## src/hdl/imfu_defs.svh

```systemverilog
// register offsets, field positions, reset values and vector addresses
// assumes inclusion by bare name from the design files
`ifndef IMFU_DEFS_SVH
`define IMFU_DEFS_SVH

// ----------------------------------------------------------------
// register offsets
// ----------------------------------------------------------------
`define IMFU_OFS_TIMER_FLAGS 6'h38
`define IMFU_OFS_TIMER_MASK 6'h39
`define IMFU_OFS_EXT_FLAGS 6'h3a
`define IMFU_OFS_EXT_MASK 6'h3b
`define IMFU_OFS_CORE_CTRL 6'h35
`define IMFU_OFS_CORE_STATUS 6'h3f

// ----------------------------------------------------------------
// field positions
// ----------------------------------------------------------------
`define IMFU_BIT_PIN1 7
`define IMFU_BIT_PIN0 6
`define IMFU_BIT_T1_OVF 7
`define IMFU_BIT_T1_CMPA 6
`define IMFU_BIT_T1_CMPB 5
`define IMFU_BIT_T1_CAP 3
`define IMFU_BIT_T0_OVF 1
`define IMFU_BIT_GIE 7
`define IMFU_EXT_USED 8'hc0
`define IMFU_TIMER_USED 8'hea
`define IMFU_STATUS_USED 8'h80

// ----------------------------------------------------------------
// reset values
// ----------------------------------------------------------------
`define IMFU_RST_REG 8'h00

// ----------------------------------------------------------------
// sense control codes
// ----------------------------------------------------------------
`define IMFU_SENSE_LOW 2'h0
`define IMFU_SENSE_RSVD 2'h1
`define IMFU_SENSE_FALL 2'h2
`define IMFU_SENSE_RISE 2'h3

// ----------------------------------------------------------------
// vector addresses
// ----------------------------------------------------------------
`define IMFU_VEC_NONE 3'h0
`define IMFU_VEC_PIN0 3'h1
`define IMFU_VEC_PIN1 3'h2
`define IMFU_VEC_T1_CAP 3'h3
`define IMFU_VEC_T1_CMPA 3'h4
`define IMFU_VEC_T1_CMPB 3'h5
`define IMFU_VEC_T1_OVF 3'h6
`define IMFU_VEC_T0_OVF 3'h7

`endif

```

## src/hdl/imfu_pkg.sv

```systemverilog
// types shared by the interrupt mask and flag unit
// assumes imfu_defs.svh holds all numeric constants
package imfu_pkg;

  typedef struct packed {
    logic [7:0] ext_irq_mask;
    logic [7:0] ext_irq_flags;
    logic [7:0] timer_irq_mask;
    logic [7:0] timer_irq_flags;
    logic [3:0] sense;
    logic gie;
    logic [1:0] pin_prev;
    logic [7:0] rdata;
    logic irq_req;
    logic [2:0] irq_vector;
  } imfu_state_t;

endpackage

```

## src/hdl/imfu_top.sv

```systemverilog
// interrupt mask, flag and priority logic of a small microcontroller
// assumes inputs synchronous to clk, timer events as one-cycle pulses,
// core takes a vector with vector_ack one cycle after irq_req is seen
//
// What this block does
// - pin 0 request enabled only with its mask bit 6 and global enable.
// - each pin's sense field picks rising, falling or low level detect.
// - pin activity requests even when the pin is driven as output.
// - pin 0 request vectors to address 001.
// - unused bits of mask and flag registers read as zero.
// - pin 1 flag bit 7 sets on event; vectors to 002 when enabled.
// - pin 0 flag bit 6 sets on event; vectors when enabled.
// - flags clear on vectoring or write one; write zero leaves them.
// - timer 1 overflow enabled by mask bit 7, vector 006.
// - compare A enabled by mask bit 6, vector 004.
// - compare B enabled by mask bit 5, vector 005.
// - capture enabled by mask bit 3, vector 003.
// - timer 0 overflow enabled by mask bit 1, vector 007.
// - timer 1 overflow flag sets on overflow or pwm turn at zero.
// - compare A flag bit 6 sets on count match with value A.
// - compare B flag bit 5 sets on count match with value B.
// - capture flag bit 3 sets when count copied to capture value.
// - timer 0 overflow flag bit 1 sets on timer 0 overflow.
// - enabled low-level pin keeps requesting while the pin stays low.
// - sense code 00 low, 01 reserved, 10 falling, 11 rising.
// - pin sampled before edge detect; pulses over one clock caught.
// - flags stay set while disabled, served once enabled.
`timescale 1ns/1ps
`include "imfu_defs.svh"

module imfu_top (
  // clock and reset
  input wire logic clk,
  input wire logic srst,
  // register port
  input wire logic [5:0] addr,
  input wire logic [7:0] wdata,
  input wire logic wr,
  input wire logic rd,
  output logic [7:0] rdata,
  // external request pins, read back from the pad
  input wire logic [1:0] ext_pin,
  // timer events
  input wire logic t1_overflow,
  input wire logic t1_pwm_turn_zero,
  input wire logic t1_cmp_a_match,
  input wire logic t1_cmp_b_match,
  input wire logic t1_capture_event,
  input wire logic t0_overflow,
  // core side
  input wire logic vector_ack,
  output logic irq_req,
  output logic [2:0] irq_vector
);

  imfu_pkg::imfu_state_t st;
  imfu_pkg::imfu_state_t next_st;

  // ----------------------------------------------------------------
  // pin detection
  // ----------------------------------------------------------------
  logic [1:0] pin_event;
  logic [1:0] pin_level;

  // pad value used whatever the pin direction
  for (genvar i = 0; i < 2; i++) begin : g_pin
    logic [1:0] code;
    assign code = st.sense[2*i +: 2];
    always_comb begin
      pin_event[i] = 1'b0;
      pin_level[i] = 1'b0;
      case (code)
        `IMFU_SENSE_LOW: pin_level[i] = ~ext_pin[i];
        `IMFU_SENSE_FALL: pin_event[i] = st.pin_prev[i] & ~ext_pin[i];
        `IMFU_SENSE_RISE: pin_event[i] = ~st.pin_prev[i] & ext_pin[i];
        default: pin_event[i] = 1'b0;
      endcase
    end
  end

  // ----------------------------------------------------------------
  // pending sources and priority
  // ----------------------------------------------------------------
  logic [7:0] ext_flags_in;
  logic [7:0] pend;
  logic [2:0] win;
  logic [7:0] t_set;
  logic [7:0] e_set;

  always_comb begin
    t_set = 8'h00;
    t_set[`IMFU_BIT_T1_OVF] = t1_overflow | t1_pwm_turn_zero;
    t_set[`IMFU_BIT_T1_CMPA] = t1_cmp_a_match;
    t_set[`IMFU_BIT_T1_CMPB] = t1_cmp_b_match;
    t_set[`IMFU_BIT_T1_CAP] = t1_capture_event;
    t_set[`IMFU_BIT_T0_OVF] = t0_overflow;
    e_set = 8'h00;
    e_set[`IMFU_BIT_PIN1] = pin_event[1];
    e_set[`IMFU_BIT_PIN0] = pin_event[0];
  end

  // level mode has no flag; request follows the pin
  assign ext_flags_in = st.ext_irq_flags
    | {pin_level[1], pin_level[0], 6'h00};

  // pend index = vector address; flags stay until served
  always_comb begin
    pend = 8'h00;
    pend[`IMFU_VEC_PIN0] = ext_flags_in[`IMFU_BIT_PIN0]
      & st.ext_irq_mask[`IMFU_BIT_PIN0];
    pend[`IMFU_VEC_PIN1] = ext_flags_in[`IMFU_BIT_PIN1]
      & st.ext_irq_mask[`IMFU_BIT_PIN1];
    pend[`IMFU_VEC_T1_CAP] = st.timer_irq_flags[`IMFU_BIT_T1_CAP]
      & st.timer_irq_mask[`IMFU_BIT_T1_CAP];
    pend[`IMFU_VEC_T1_CMPA] = st.timer_irq_flags[`IMFU_BIT_T1_CMPA]
      & st.timer_irq_mask[`IMFU_BIT_T1_CMPA];
    pend[`IMFU_VEC_T1_CMPB] = st.timer_irq_flags[`IMFU_BIT_T1_CMPB]
      & st.timer_irq_mask[`IMFU_BIT_T1_CMPB];
    pend[`IMFU_VEC_T1_OVF] = st.timer_irq_flags[`IMFU_BIT_T1_OVF]
      & st.timer_irq_mask[`IMFU_BIT_T1_OVF];
    pend[`IMFU_VEC_T0_OVF] = st.timer_irq_flags[`IMFU_BIT_T0_OVF]
      & st.timer_irq_mask[`IMFU_BIT_T0_OVF];
    if (!st.gie) begin
      pend = 8'h00;
    end
  end

  // lowest address first
  always_comb begin
    win = `IMFU_VEC_NONE;
    for (int k = 7; k >= 1; k--) begin
      if (pend[k]) begin
        win = 3'(k);
      end
    end
  end

  // ----------------------------------------------------------------
  // state update
  // ----------------------------------------------------------------
  logic [7:0] e_clr;
  logic [7:0] t_clr;

  always_comb begin
    e_clr = 8'h00;
    t_clr = 8'h00;
    // write one clears, zero leaves
    if (wr && addr == `IMFU_OFS_EXT_FLAGS) begin
      e_clr = wdata;
    end
    if (wr && addr == `IMFU_OFS_TIMER_FLAGS) begin
      t_clr = wdata;
    end
    // vector taken clears its own flag
    if (vector_ack) begin
      case (st.irq_vector)
        `IMFU_VEC_PIN0: e_clr[`IMFU_BIT_PIN0] = 1'b1;
        `IMFU_VEC_PIN1: e_clr[`IMFU_BIT_PIN1] = 1'b1;
        `IMFU_VEC_T1_CAP: t_clr[`IMFU_BIT_T1_CAP] = 1'b1;
        `IMFU_VEC_T1_CMPA: t_clr[`IMFU_BIT_T1_CMPA] = 1'b1;
        `IMFU_VEC_T1_CMPB: t_clr[`IMFU_BIT_T1_CMPB] = 1'b1;
        `IMFU_VEC_T1_OVF: t_clr[`IMFU_BIT_T1_OVF] = 1'b1;
        `IMFU_VEC_T0_OVF: t_clr[`IMFU_BIT_T0_OVF] = 1'b1;
        default: t_clr = t_clr;
      endcase
    end
  end

  always_comb begin
    next_st = st;
    next_st.pin_prev = ext_pin;
    // set beats clear in the same cycle
    next_st.ext_irq_flags = ((st.ext_irq_flags & ~e_clr) | e_set)
      & `IMFU_EXT_USED;
    next_st.timer_irq_flags = ((st.timer_irq_flags & ~t_clr) | t_set)
      & `IMFU_TIMER_USED;
    if (wr) begin
      case (addr)
        `IMFU_OFS_EXT_MASK: next_st.ext_irq_mask = wdata & `IMFU_EXT_USED;
        `IMFU_OFS_TIMER_MASK:
          next_st.timer_irq_mask = wdata & `IMFU_TIMER_USED;
        `IMFU_OFS_CORE_CTRL: next_st.sense = wdata[3:0];
        `IMFU_OFS_CORE_STATUS: next_st.gie = wdata[`IMFU_BIT_GIE];
        default: next_st.gie = st.gie;
      endcase
    end
    // vector_ack clears global enable on vector entry
    if (vector_ack) begin
      next_st.gie = 1'b0;
    end
    next_st.rdata = 8'h00;
    if (rd) begin
      case (addr) // unused bits held at zero
        `IMFU_OFS_EXT_MASK: next_st.rdata = st.ext_irq_mask;
        `IMFU_OFS_EXT_FLAGS: next_st.rdata = st.ext_irq_flags;
        `IMFU_OFS_TIMER_MASK: next_st.rdata = st.timer_irq_mask;
        `IMFU_OFS_TIMER_FLAGS: next_st.rdata = st.timer_irq_flags;
        `IMFU_OFS_CORE_CTRL: next_st.rdata = {4'h0, st.sense};
        `IMFU_OFS_CORE_STATUS: next_st.rdata = {st.gie, 7'h00};
        default: next_st.rdata = 8'h00;
      endcase
    end
    next_st.irq_req = (win != `IMFU_VEC_NONE) && !vector_ack;
    next_st.irq_vector = vector_ack ? `IMFU_VEC_NONE : win;
  end

  always_ff @(posedge clk) begin
    if (srst) begin
      st <= '0;
      st.pin_prev <= 2'h3;
    end else begin
      st <= next_st;
    end
  end

  assign rdata = st.rdata;
  assign irq_req = st.irq_req;
  assign irq_vector = st.irq_vector;

  // ----------------------------------------------------------------
  // checks
  // ----------------------------------------------------------------
  a_pin0_gate: assert property (@(posedge clk) disable iff (srst)
    irq_req && irq_vector == `IMFU_VEC_PIN0 |->
      $past(st.gie) && $past(st.ext_irq_mask[`IMFU_BIT_PIN0]))
    else $error("pin 0 served while disabled");

  a_fall_detect: assert property (@(posedge clk) disable iff (srst)
    st.sense[1:0] == `IMFU_SENSE_FALL && st.pin_prev[0] && !ext_pin[0]
      && !(wr && addr == `IMFU_OFS_CORE_CTRL) |=> st.ext_irq_flags[6])
    else $error("falling edge on pin 0 missed");

  a_rise_pin1: assert property (@(posedge clk) disable iff (srst)
    st.sense[3:2] == `IMFU_SENSE_RISE && !st.pin_prev[1] && ext_pin[1]
      |=> st.ext_irq_flags[7])
    else $error("rising edge on pin 1 missed");

  a_reserved_zero: assert property (@(posedge clk) disable iff (srst)
    (st.ext_irq_flags & ~`IMFU_EXT_USED) == 8'h00
    && (st.timer_irq_mask & ~`IMFU_TIMER_USED) == 8'h00)
    else $error("reserved bit set");

  a_w1c_clear: assert property (@(posedge clk) disable iff (srst)
    wr && addr == `IMFU_OFS_TIMER_FLAGS && wdata[1] && !t0_overflow
      |=> !st.timer_irq_flags[1])
    else $error("write one did not clear");

  a_w0_keep: assert property (@(posedge clk) disable iff (srst)
    wr && addr == `IMFU_OFS_TIMER_FLAGS && !wdata[7] && st.timer_irq_flags[7]
      && !(vector_ack && irq_vector == `IMFU_VEC_T1_OVF)
      |=> st.timer_irq_flags[7])
    else $error("write zero changed a flag");

  a_t1_ovf_set: assert property (@(posedge clk) disable iff (srst)
    t1_pwm_turn_zero |=> st.timer_irq_flags[7])
    else $error("pwm turn did not set overflow flag");

  a_cmp_vector: assert property (@(posedge clk) disable iff (srst)
    st.gie && st.timer_irq_flags[6] && st.timer_irq_mask[6]
      && pend[3:1] == 3'h0 && !vector_ack
      |=> irq_req && irq_vector == `IMFU_VEC_T1_CMPA)
    else $error("compare A not vectored to 004");

  a_level_hold: assert property (@(posedge clk) disable iff (srst)
    st.gie && st.ext_irq_mask[6] && st.sense[1:0] == `IMFU_SENSE_LOW
      && !ext_pin[0] && !vector_ack |=> irq_req)
    else $error("low level not requesting");

  // ----------------------------------------------------------------
  // checks: flag setting
  // ----------------------------------------------------------------
  a_t1_wrap_set: assert property (@(posedge clk) disable iff (srst)
    t1_overflow |=> st.timer_irq_flags[7])
    else $error("timer 1 overflow did not set its flag");

  a_cmpa_set: assert property (@(posedge clk) disable iff (srst)
    t1_cmp_a_match |=> st.timer_irq_flags[6])
    else $error("compare A match did not set its flag");

  a_cmpb_set: assert property (@(posedge clk) disable iff (srst)
    t1_cmp_b_match |=> st.timer_irq_flags[5])
    else $error("compare B match did not set its flag");

  a_cap_set: assert property (@(posedge clk) disable iff (srst)
    t1_capture_event |=> st.timer_irq_flags[3])
    else $error("capture event did not set its flag");

  a_t0ovf_set: assert property (@(posedge clk) disable iff (srst)
    t0_overflow |=> st.timer_irq_flags[1])
    else $error("timer 0 overflow did not set its flag");

  a_rise_pin0: assert property (@(posedge clk) disable iff (srst)
    st.sense[1:0] == `IMFU_SENSE_RISE && !st.pin_prev[0] && ext_pin[0]
      |=> st.ext_irq_flags[6])
    else $error("rising edge on pin 0 missed");

  a_fall_pin1: assert property (@(posedge clk) disable iff (srst)
    st.sense[3:2] == `IMFU_SENSE_FALL && st.pin_prev[1] && !ext_pin[1]
      |=> st.ext_irq_flags[7])
    else $error("falling edge on pin 1 missed");

  a_rsvd_sense: assert property (@(posedge clk) disable iff (srst)
    st.sense[1:0] == `IMFU_SENSE_RSVD && !st.ext_irq_flags[6]
      |=> !st.ext_irq_flags[6])
    else $error("reserved sense code raised pin 0 flag");

  a_lvl_no_flag: assert property (@(posedge clk) disable iff (srst)
    st.sense[1:0] == `IMFU_SENSE_LOW && !st.ext_irq_flags[6]
      |=> !st.ext_irq_flags[6])
    else $error("low level mode raised pin 0 flag");

  a_pin_history: assert property (@(posedge clk) disable iff (srst)
    1'b1 |=> st.pin_prev == $past(ext_pin))
    else $error("pin history not taken from last sample");

  a_flag_kept: assert property (@(posedge clk) disable iff (srst)
    !st.gie && st.timer_irq_flags[3] && !vector_ack
      && !(wr && addr == `IMFU_OFS_TIMER_FLAGS) |=> st.timer_irq_flags[3])
    else $error("flag lost while interrupts were off");

  a_mask_unused: assert property (@(posedge clk) disable iff (srst)
    (st.ext_irq_mask & ~`IMFU_EXT_USED) == 8'h00
    && (st.timer_irq_flags & ~`IMFU_TIMER_USED) == 8'h00)
    else $error("unused mask or flag bit set");

  // ----------------------------------------------------------------
  // checks: vectoring
  // ----------------------------------------------------------------
  a_pin0_vec: assert property (@(posedge clk) disable iff (srst)
    st.gie && st.ext_irq_mask[6] && st.ext_irq_flags[6] && !vector_ack
      |=> irq_req && irq_vector == `IMFU_VEC_PIN0)
    else $error("pin 0 not vectored to 001");

  a_pin1_vec: assert property (@(posedge clk) disable iff (srst)
    st.gie && st.ext_irq_mask[7] && st.ext_irq_flags[7] && !pend[1]
      && !vector_ack |=> irq_req && irq_vector == `IMFU_VEC_PIN1)
    else $error("pin 1 not vectored to 002");

  a_pin1_gate: assert property (@(posedge clk) disable iff (srst)
    irq_req && irq_vector == `IMFU_VEC_PIN1 |->
      $past(st.gie) && $past(st.ext_irq_mask[`IMFU_BIT_PIN1]))
    else $error("pin 1 served while disabled");

  a_cap_vec: assert property (@(posedge clk) disable iff (srst)
    st.gie && st.timer_irq_mask[3] && st.timer_irq_flags[3]
      && pend[2:1] == 2'h0 && !vector_ack
      |=> irq_req && irq_vector == `IMFU_VEC_T1_CAP)
    else $error("capture not vectored to 003");

  a_cmpb_vec: assert property (@(posedge clk) disable iff (srst)
    st.gie && st.timer_irq_mask[5] && st.timer_irq_flags[5]
      && pend[4:1] == 4'h0 && !vector_ack
      |=> irq_req && irq_vector == `IMFU_VEC_T1_CMPB)
    else $error("compare B not vectored to 005");

  a_t1ovf_vec: assert property (@(posedge clk) disable iff (srst)
    st.gie && st.timer_irq_mask[7] && st.timer_irq_flags[7]
      && pend[5:1] == 5'h00 && !vector_ack
      |=> irq_req && irq_vector == `IMFU_VEC_T1_OVF)
    else $error("timer 1 overflow not vectored to 006");

  a_t0ovf_vec: assert property (@(posedge clk) disable iff (srst)
    st.gie && st.timer_irq_mask[1] && st.timer_irq_flags[1]
      && pend[6:1] == 6'h00 && !vector_ack
      |=> irq_req && irq_vector == `IMFU_VEC_T0_OVF)
    else $error("timer 0 overflow not vectored to 007");

  a_gie_quiet: assert property (@(posedge clk) disable iff (srst)
    !st.gie |=> !irq_req)
    else $error("request raised with global enable off");

  a_ack_clear: assert property (@(posedge clk) disable iff (srst)
    vector_ack && irq_vector == `IMFU_VEC_T1_CAP && !t1_capture_event
      |=> !st.timer_irq_flags[3])
    else $error("vectoring did not clear capture flag");

  a_ack_drop: assert property (@(posedge clk) disable iff (srst)
    vector_ack |=> !irq_req && !st.gie)
    else $error("request or global enable kept after vector");

  a_rdata_idle: assert property (@(posedge clk) disable iff (srst)
    !rd |=> rdata == 8'h00)
    else $error("read data not zero outside a read");

endmodule

```

## config.mk

```make
export PLATFORM = sky130hd
export DESIGN_NAME = imfu_top
export DESIGN_NICKNAME = d
export VERILOG_FILES = /design/src/hdl/imfu_pkg.sv /design/src/hdl/imfu_top.sv
export VERILOG_INCLUDE_DIRS = /design/src /design/src/hdl
export SDC_FILE = /design/constraint.sdc
export NUM_CORES = 1
export LEC_CHECK = 0
export ABC_AREA = 1
export BUFFER_PORTS_ARGS = -buffer_cell sky130_fd_sc_hd__clkbuf_2
export CORE_MARGIN = 2
export CORE_UTILIZATION = 47
export CTS_BUF_LIST = sky130_fd_sc_hd__clkbuf_4 sky130_fd_sc_hd__clkbuf_8
export DETAILED_ROUTE_END_ITERATION = 10
export PLACE_DENSITY = 0.71
export SYNTH_ARGS = -nofsm -noshare
export SYNTH_HDL_FRONTEND = slang
export SYNTH_SLANG_ARGS = --single-unit
```

## constraint.sdc

```tcl
create_clock -name clk -period 3.07 [get_ports clk]
set_input_delay 0.1535 -clock clk [delete_from_list [all_inputs] [get_ports clk]]
set_output_delay 0.1535 -clock clk [all_outputs]
set_load 0.01 [all_outputs]
```

==> run_results.csv <==
group,metric,value,unit
status,outcome,"complete, no violations",
yosys,synth_compound_area_frac,0.123,
yosys,ys_types,24,
drt,drt_iter0_markers,67,
yosys,synth_ff_type,"dfxtp_1",
sta,rsz0062_at_grt,"no",
yosys,ys_warn_count,0,
grt,antenna_found_initial,0,
sta,setup-violations-final,0,
floorplan,rows,21,
cts,clock_latency,0.34,ns
floorplan,die_h,62.9,um
sta,layout_setup_ws,1.79,ns
cells_and_area,drive_above_1_share,0.199,
cts,path_clk_slew,0.10,ns
cts,cts-resized-gates,0,
critical_path,crit_top_cell,"nand2_1",
sta,holdWs,0.0212,ns
yosys,synth_edf_count,0,
grt,grt_overflow,0,
grt,grt_pass1_vias,1509,
yosys,ys_seq_area_frac,0.394,
cells_and_area,area_growth,11.3,%
critical_path,regToRegSetupSlack,1.79,ns
cells_and_area,final_cells,317,
critical_path,arrival,1.53,ns
yosys,synth.avg_cell_area,6.67,um2
cells_and_area,fin_nets,298,
pwr,p_int,539,uW
yosys,syn_inst,244,
yosys,synth.area.top_cells,"dfxtp_1, nand2_1, nand3_1",
sta,finClkSkew,0.0103,ns
pwr,ir_worst_vdd,0.196,mV
critical_path,critPathMaxStageDelay,0.51,ns
yosys,synth_common_cells,"nand2_1, dfxtp_1, nor2_1, inv_1, nand3_1",
sta,period_minus_slack,1.28,ns
yosys,synth_fa_ha_area_frac,0,
worst_hold_path,hold_path_class,"in -> reg",
drt,avgRoutedWirePerCell,11.4,um
cells_and_area,final-seq-area,641,um2
yosys,synth-xor-area-share,0,
yosys,synth_area,1630,um2
placement,hpwl,2810,um
sta,period_share,0.418,
pwr,power_frac_comb,0.091,
drt,avgViaCountPerCell,4.95,
placement,gp_routability_congestion,0.847,
pwr,swShare,0.256,
cts,numCtsBuffers,5,
grt,grt_pass1_wl,6440,um
flow_run,max-cap-violations,0,
yosys,synthesis.nets,271,
critical_path,cp_max_fo,9,
yosys,yosys.area.top_type_share,0.394,
yosys,synthSimpleGateAreaFrac,0.346,
floorplan,die-area,3950,um2
placement,dp_cells,310,
pwr,powerDensity,400,nW/um2
critical_path,crit_slowest_cell,"dfxtp_1",
drt,routed_wirelength,3610,um
sta,drv_slew,0,
critical_path,crit_type,"reg -> reg",
grt,track_usage,0.208,
yosys,synth.ff_latch_count,32,
cts,htreeDepth,2,
drt,antenna_left,0,
cts,root_buffer,"clkbuf_4",
placement,dp_slack,1.78,ns
floorplan,io_pins,39,
critical_path,end_kind,"flop",
yosys,synth.most_common_cell,"nand2_1",
drt,drtPass1Iterations,4,
yosys,async_flop_share,0,
cts,cts-root-to-sink-buffers,2,
cells_and_area,num_antenna_cells,0,
grt,grt_start_max_net_pins,16,
drt,drc_errors,0,
floorplan,die_w,62.9,um
cells_and_area,nFillCells,366,
cts,post-cts-setup-buffers,0,
pwr,p_sw,185,uW
critical_path,required,3.31,ns
pwr,power_frac_seq,0.590,
yosys,synth.largest_area_cell,"dfxtp_1",
yosys,synth_mux_area_frac,0,
yosys,synth_top_family_by_area,"simple AND/OR/NAND/NOR gates",
floorplan,coreArea,3340,um2
pwr,pwr-share-clk,0.319,
drt,vias,1569,
placement,portBuffers,36,
sta,hold_violations,0,
sta,fmax,780,MHz
cts,cts_tree,"yes",
floorplan,start_util,0.488,
cts,clock_sinks,32,
critical_path,crit_chain,"nand3_1 -> nand2_1 -> inv_1 -> nand2_1 -> nand3_1 -> nand2_1 -> inv_1 -> nor2_1 -> nand2_1",
pwr,p_leak,0.000882,uW
critical_path,worstSetupStartpointType,"flop",
sta,fin_tns_setup,0,ns
cells_and_area,multi_input_area,767,um2
cts,cts_hold_buf,0,
==> metrics by stage <==
| step | total power [uW] | area [um2] | util |
|---|---|---|---|
| detailed placement | 503 | 1760 | 0.528 |
| global placement | 502 | 1760 | 0.528 |
| global route | 761 | 1810 | 0.543 |
| CTS | 732 | 1810 | 0.543 |
| floorplan | 472 | 1630 | - |
| finish | 724 | 1810 | 0.543 |
==> registers in the layout (all words and copies together) (netlist names) <==
| signal | cells |
|---|---|
| st | 17 |
| rdata | 7 |
| g_pin.code | 4 |
| irq_vector | 3 |
| irq_req | 1 |
==> path summary, 6_finish.rpt <==
check | start | to | cells after the start
min reg2reg | st[49] | st[49] | 2
min | t1_cmp_a_match | st[25] | 3
max | st[14] | irq_req | 9
max reg2reg | st[14] | irq_req | 9
==> power by group through the flow <==
stage	combinational (uW)	sequential, uW	clock (uW)
2_1_floorplan	37.2	435	0
3_3_place_gp	64.7	437	0
3_5_place_dp	65.7	437	0
4_1_cts	66.0	428	238
5_1_grt	74.7	429	258
6_report	65.6	428	231
==> final cells by class <==
class / instances / share of cell area
Clock inverter: 1 / 0.00276
Timing Repair Buffer: 36 / 0.0994
Multi-Input combinational cell: 165 / 0.423
Sequential cell: 32 / 0.354
Clock buffer: 6 / 0.0249
Tap cell: 46 / 0.0318
Inverter: 31 / 0.0642
==> cells by family after synthesis <==
| logic type | count (synthesis) |
|---|---|
| other cells | 1 |
| flops | 32 |
| compound gates | 37 |
| buf+inv | 47 |
| simple gates | 127 |
==> critical path: cells and delay by family (launching register included) <==
family	cells	cell delay, ns
buffers and inverters	2	0.10
flip-flops	1	0.51
AND/OR/NAND/NOR	7	0.58
==> routing by layer <==
layer,up-vias,global-route usage,part of all wire
met5,-,0,0
met4,0,0.0917,0.017
met3,7,0.0505,0.065
met2,49,0.344,0.47
met1,688,0.255,0.45
li1,825,-,-
==> layout by cell type, fill, tap and decap left out, types with 3 or more instances in the layout <==
master	synthesis	final
nand2_1	57	57
clkbuf_2	0	36
dfxtp_1	32	32
nor2_1	31	31
inv_1	25	25
nand3_1	24	24
a21oi_1	15	15
o21ai_0	8	8
nand4_1	7	7
o21ai_1	7	7
clkbuf_4	0	6
inv_2	5	5
a21boi_0	3	3
No activity file was read; power rests on OpenSTA's default activity.
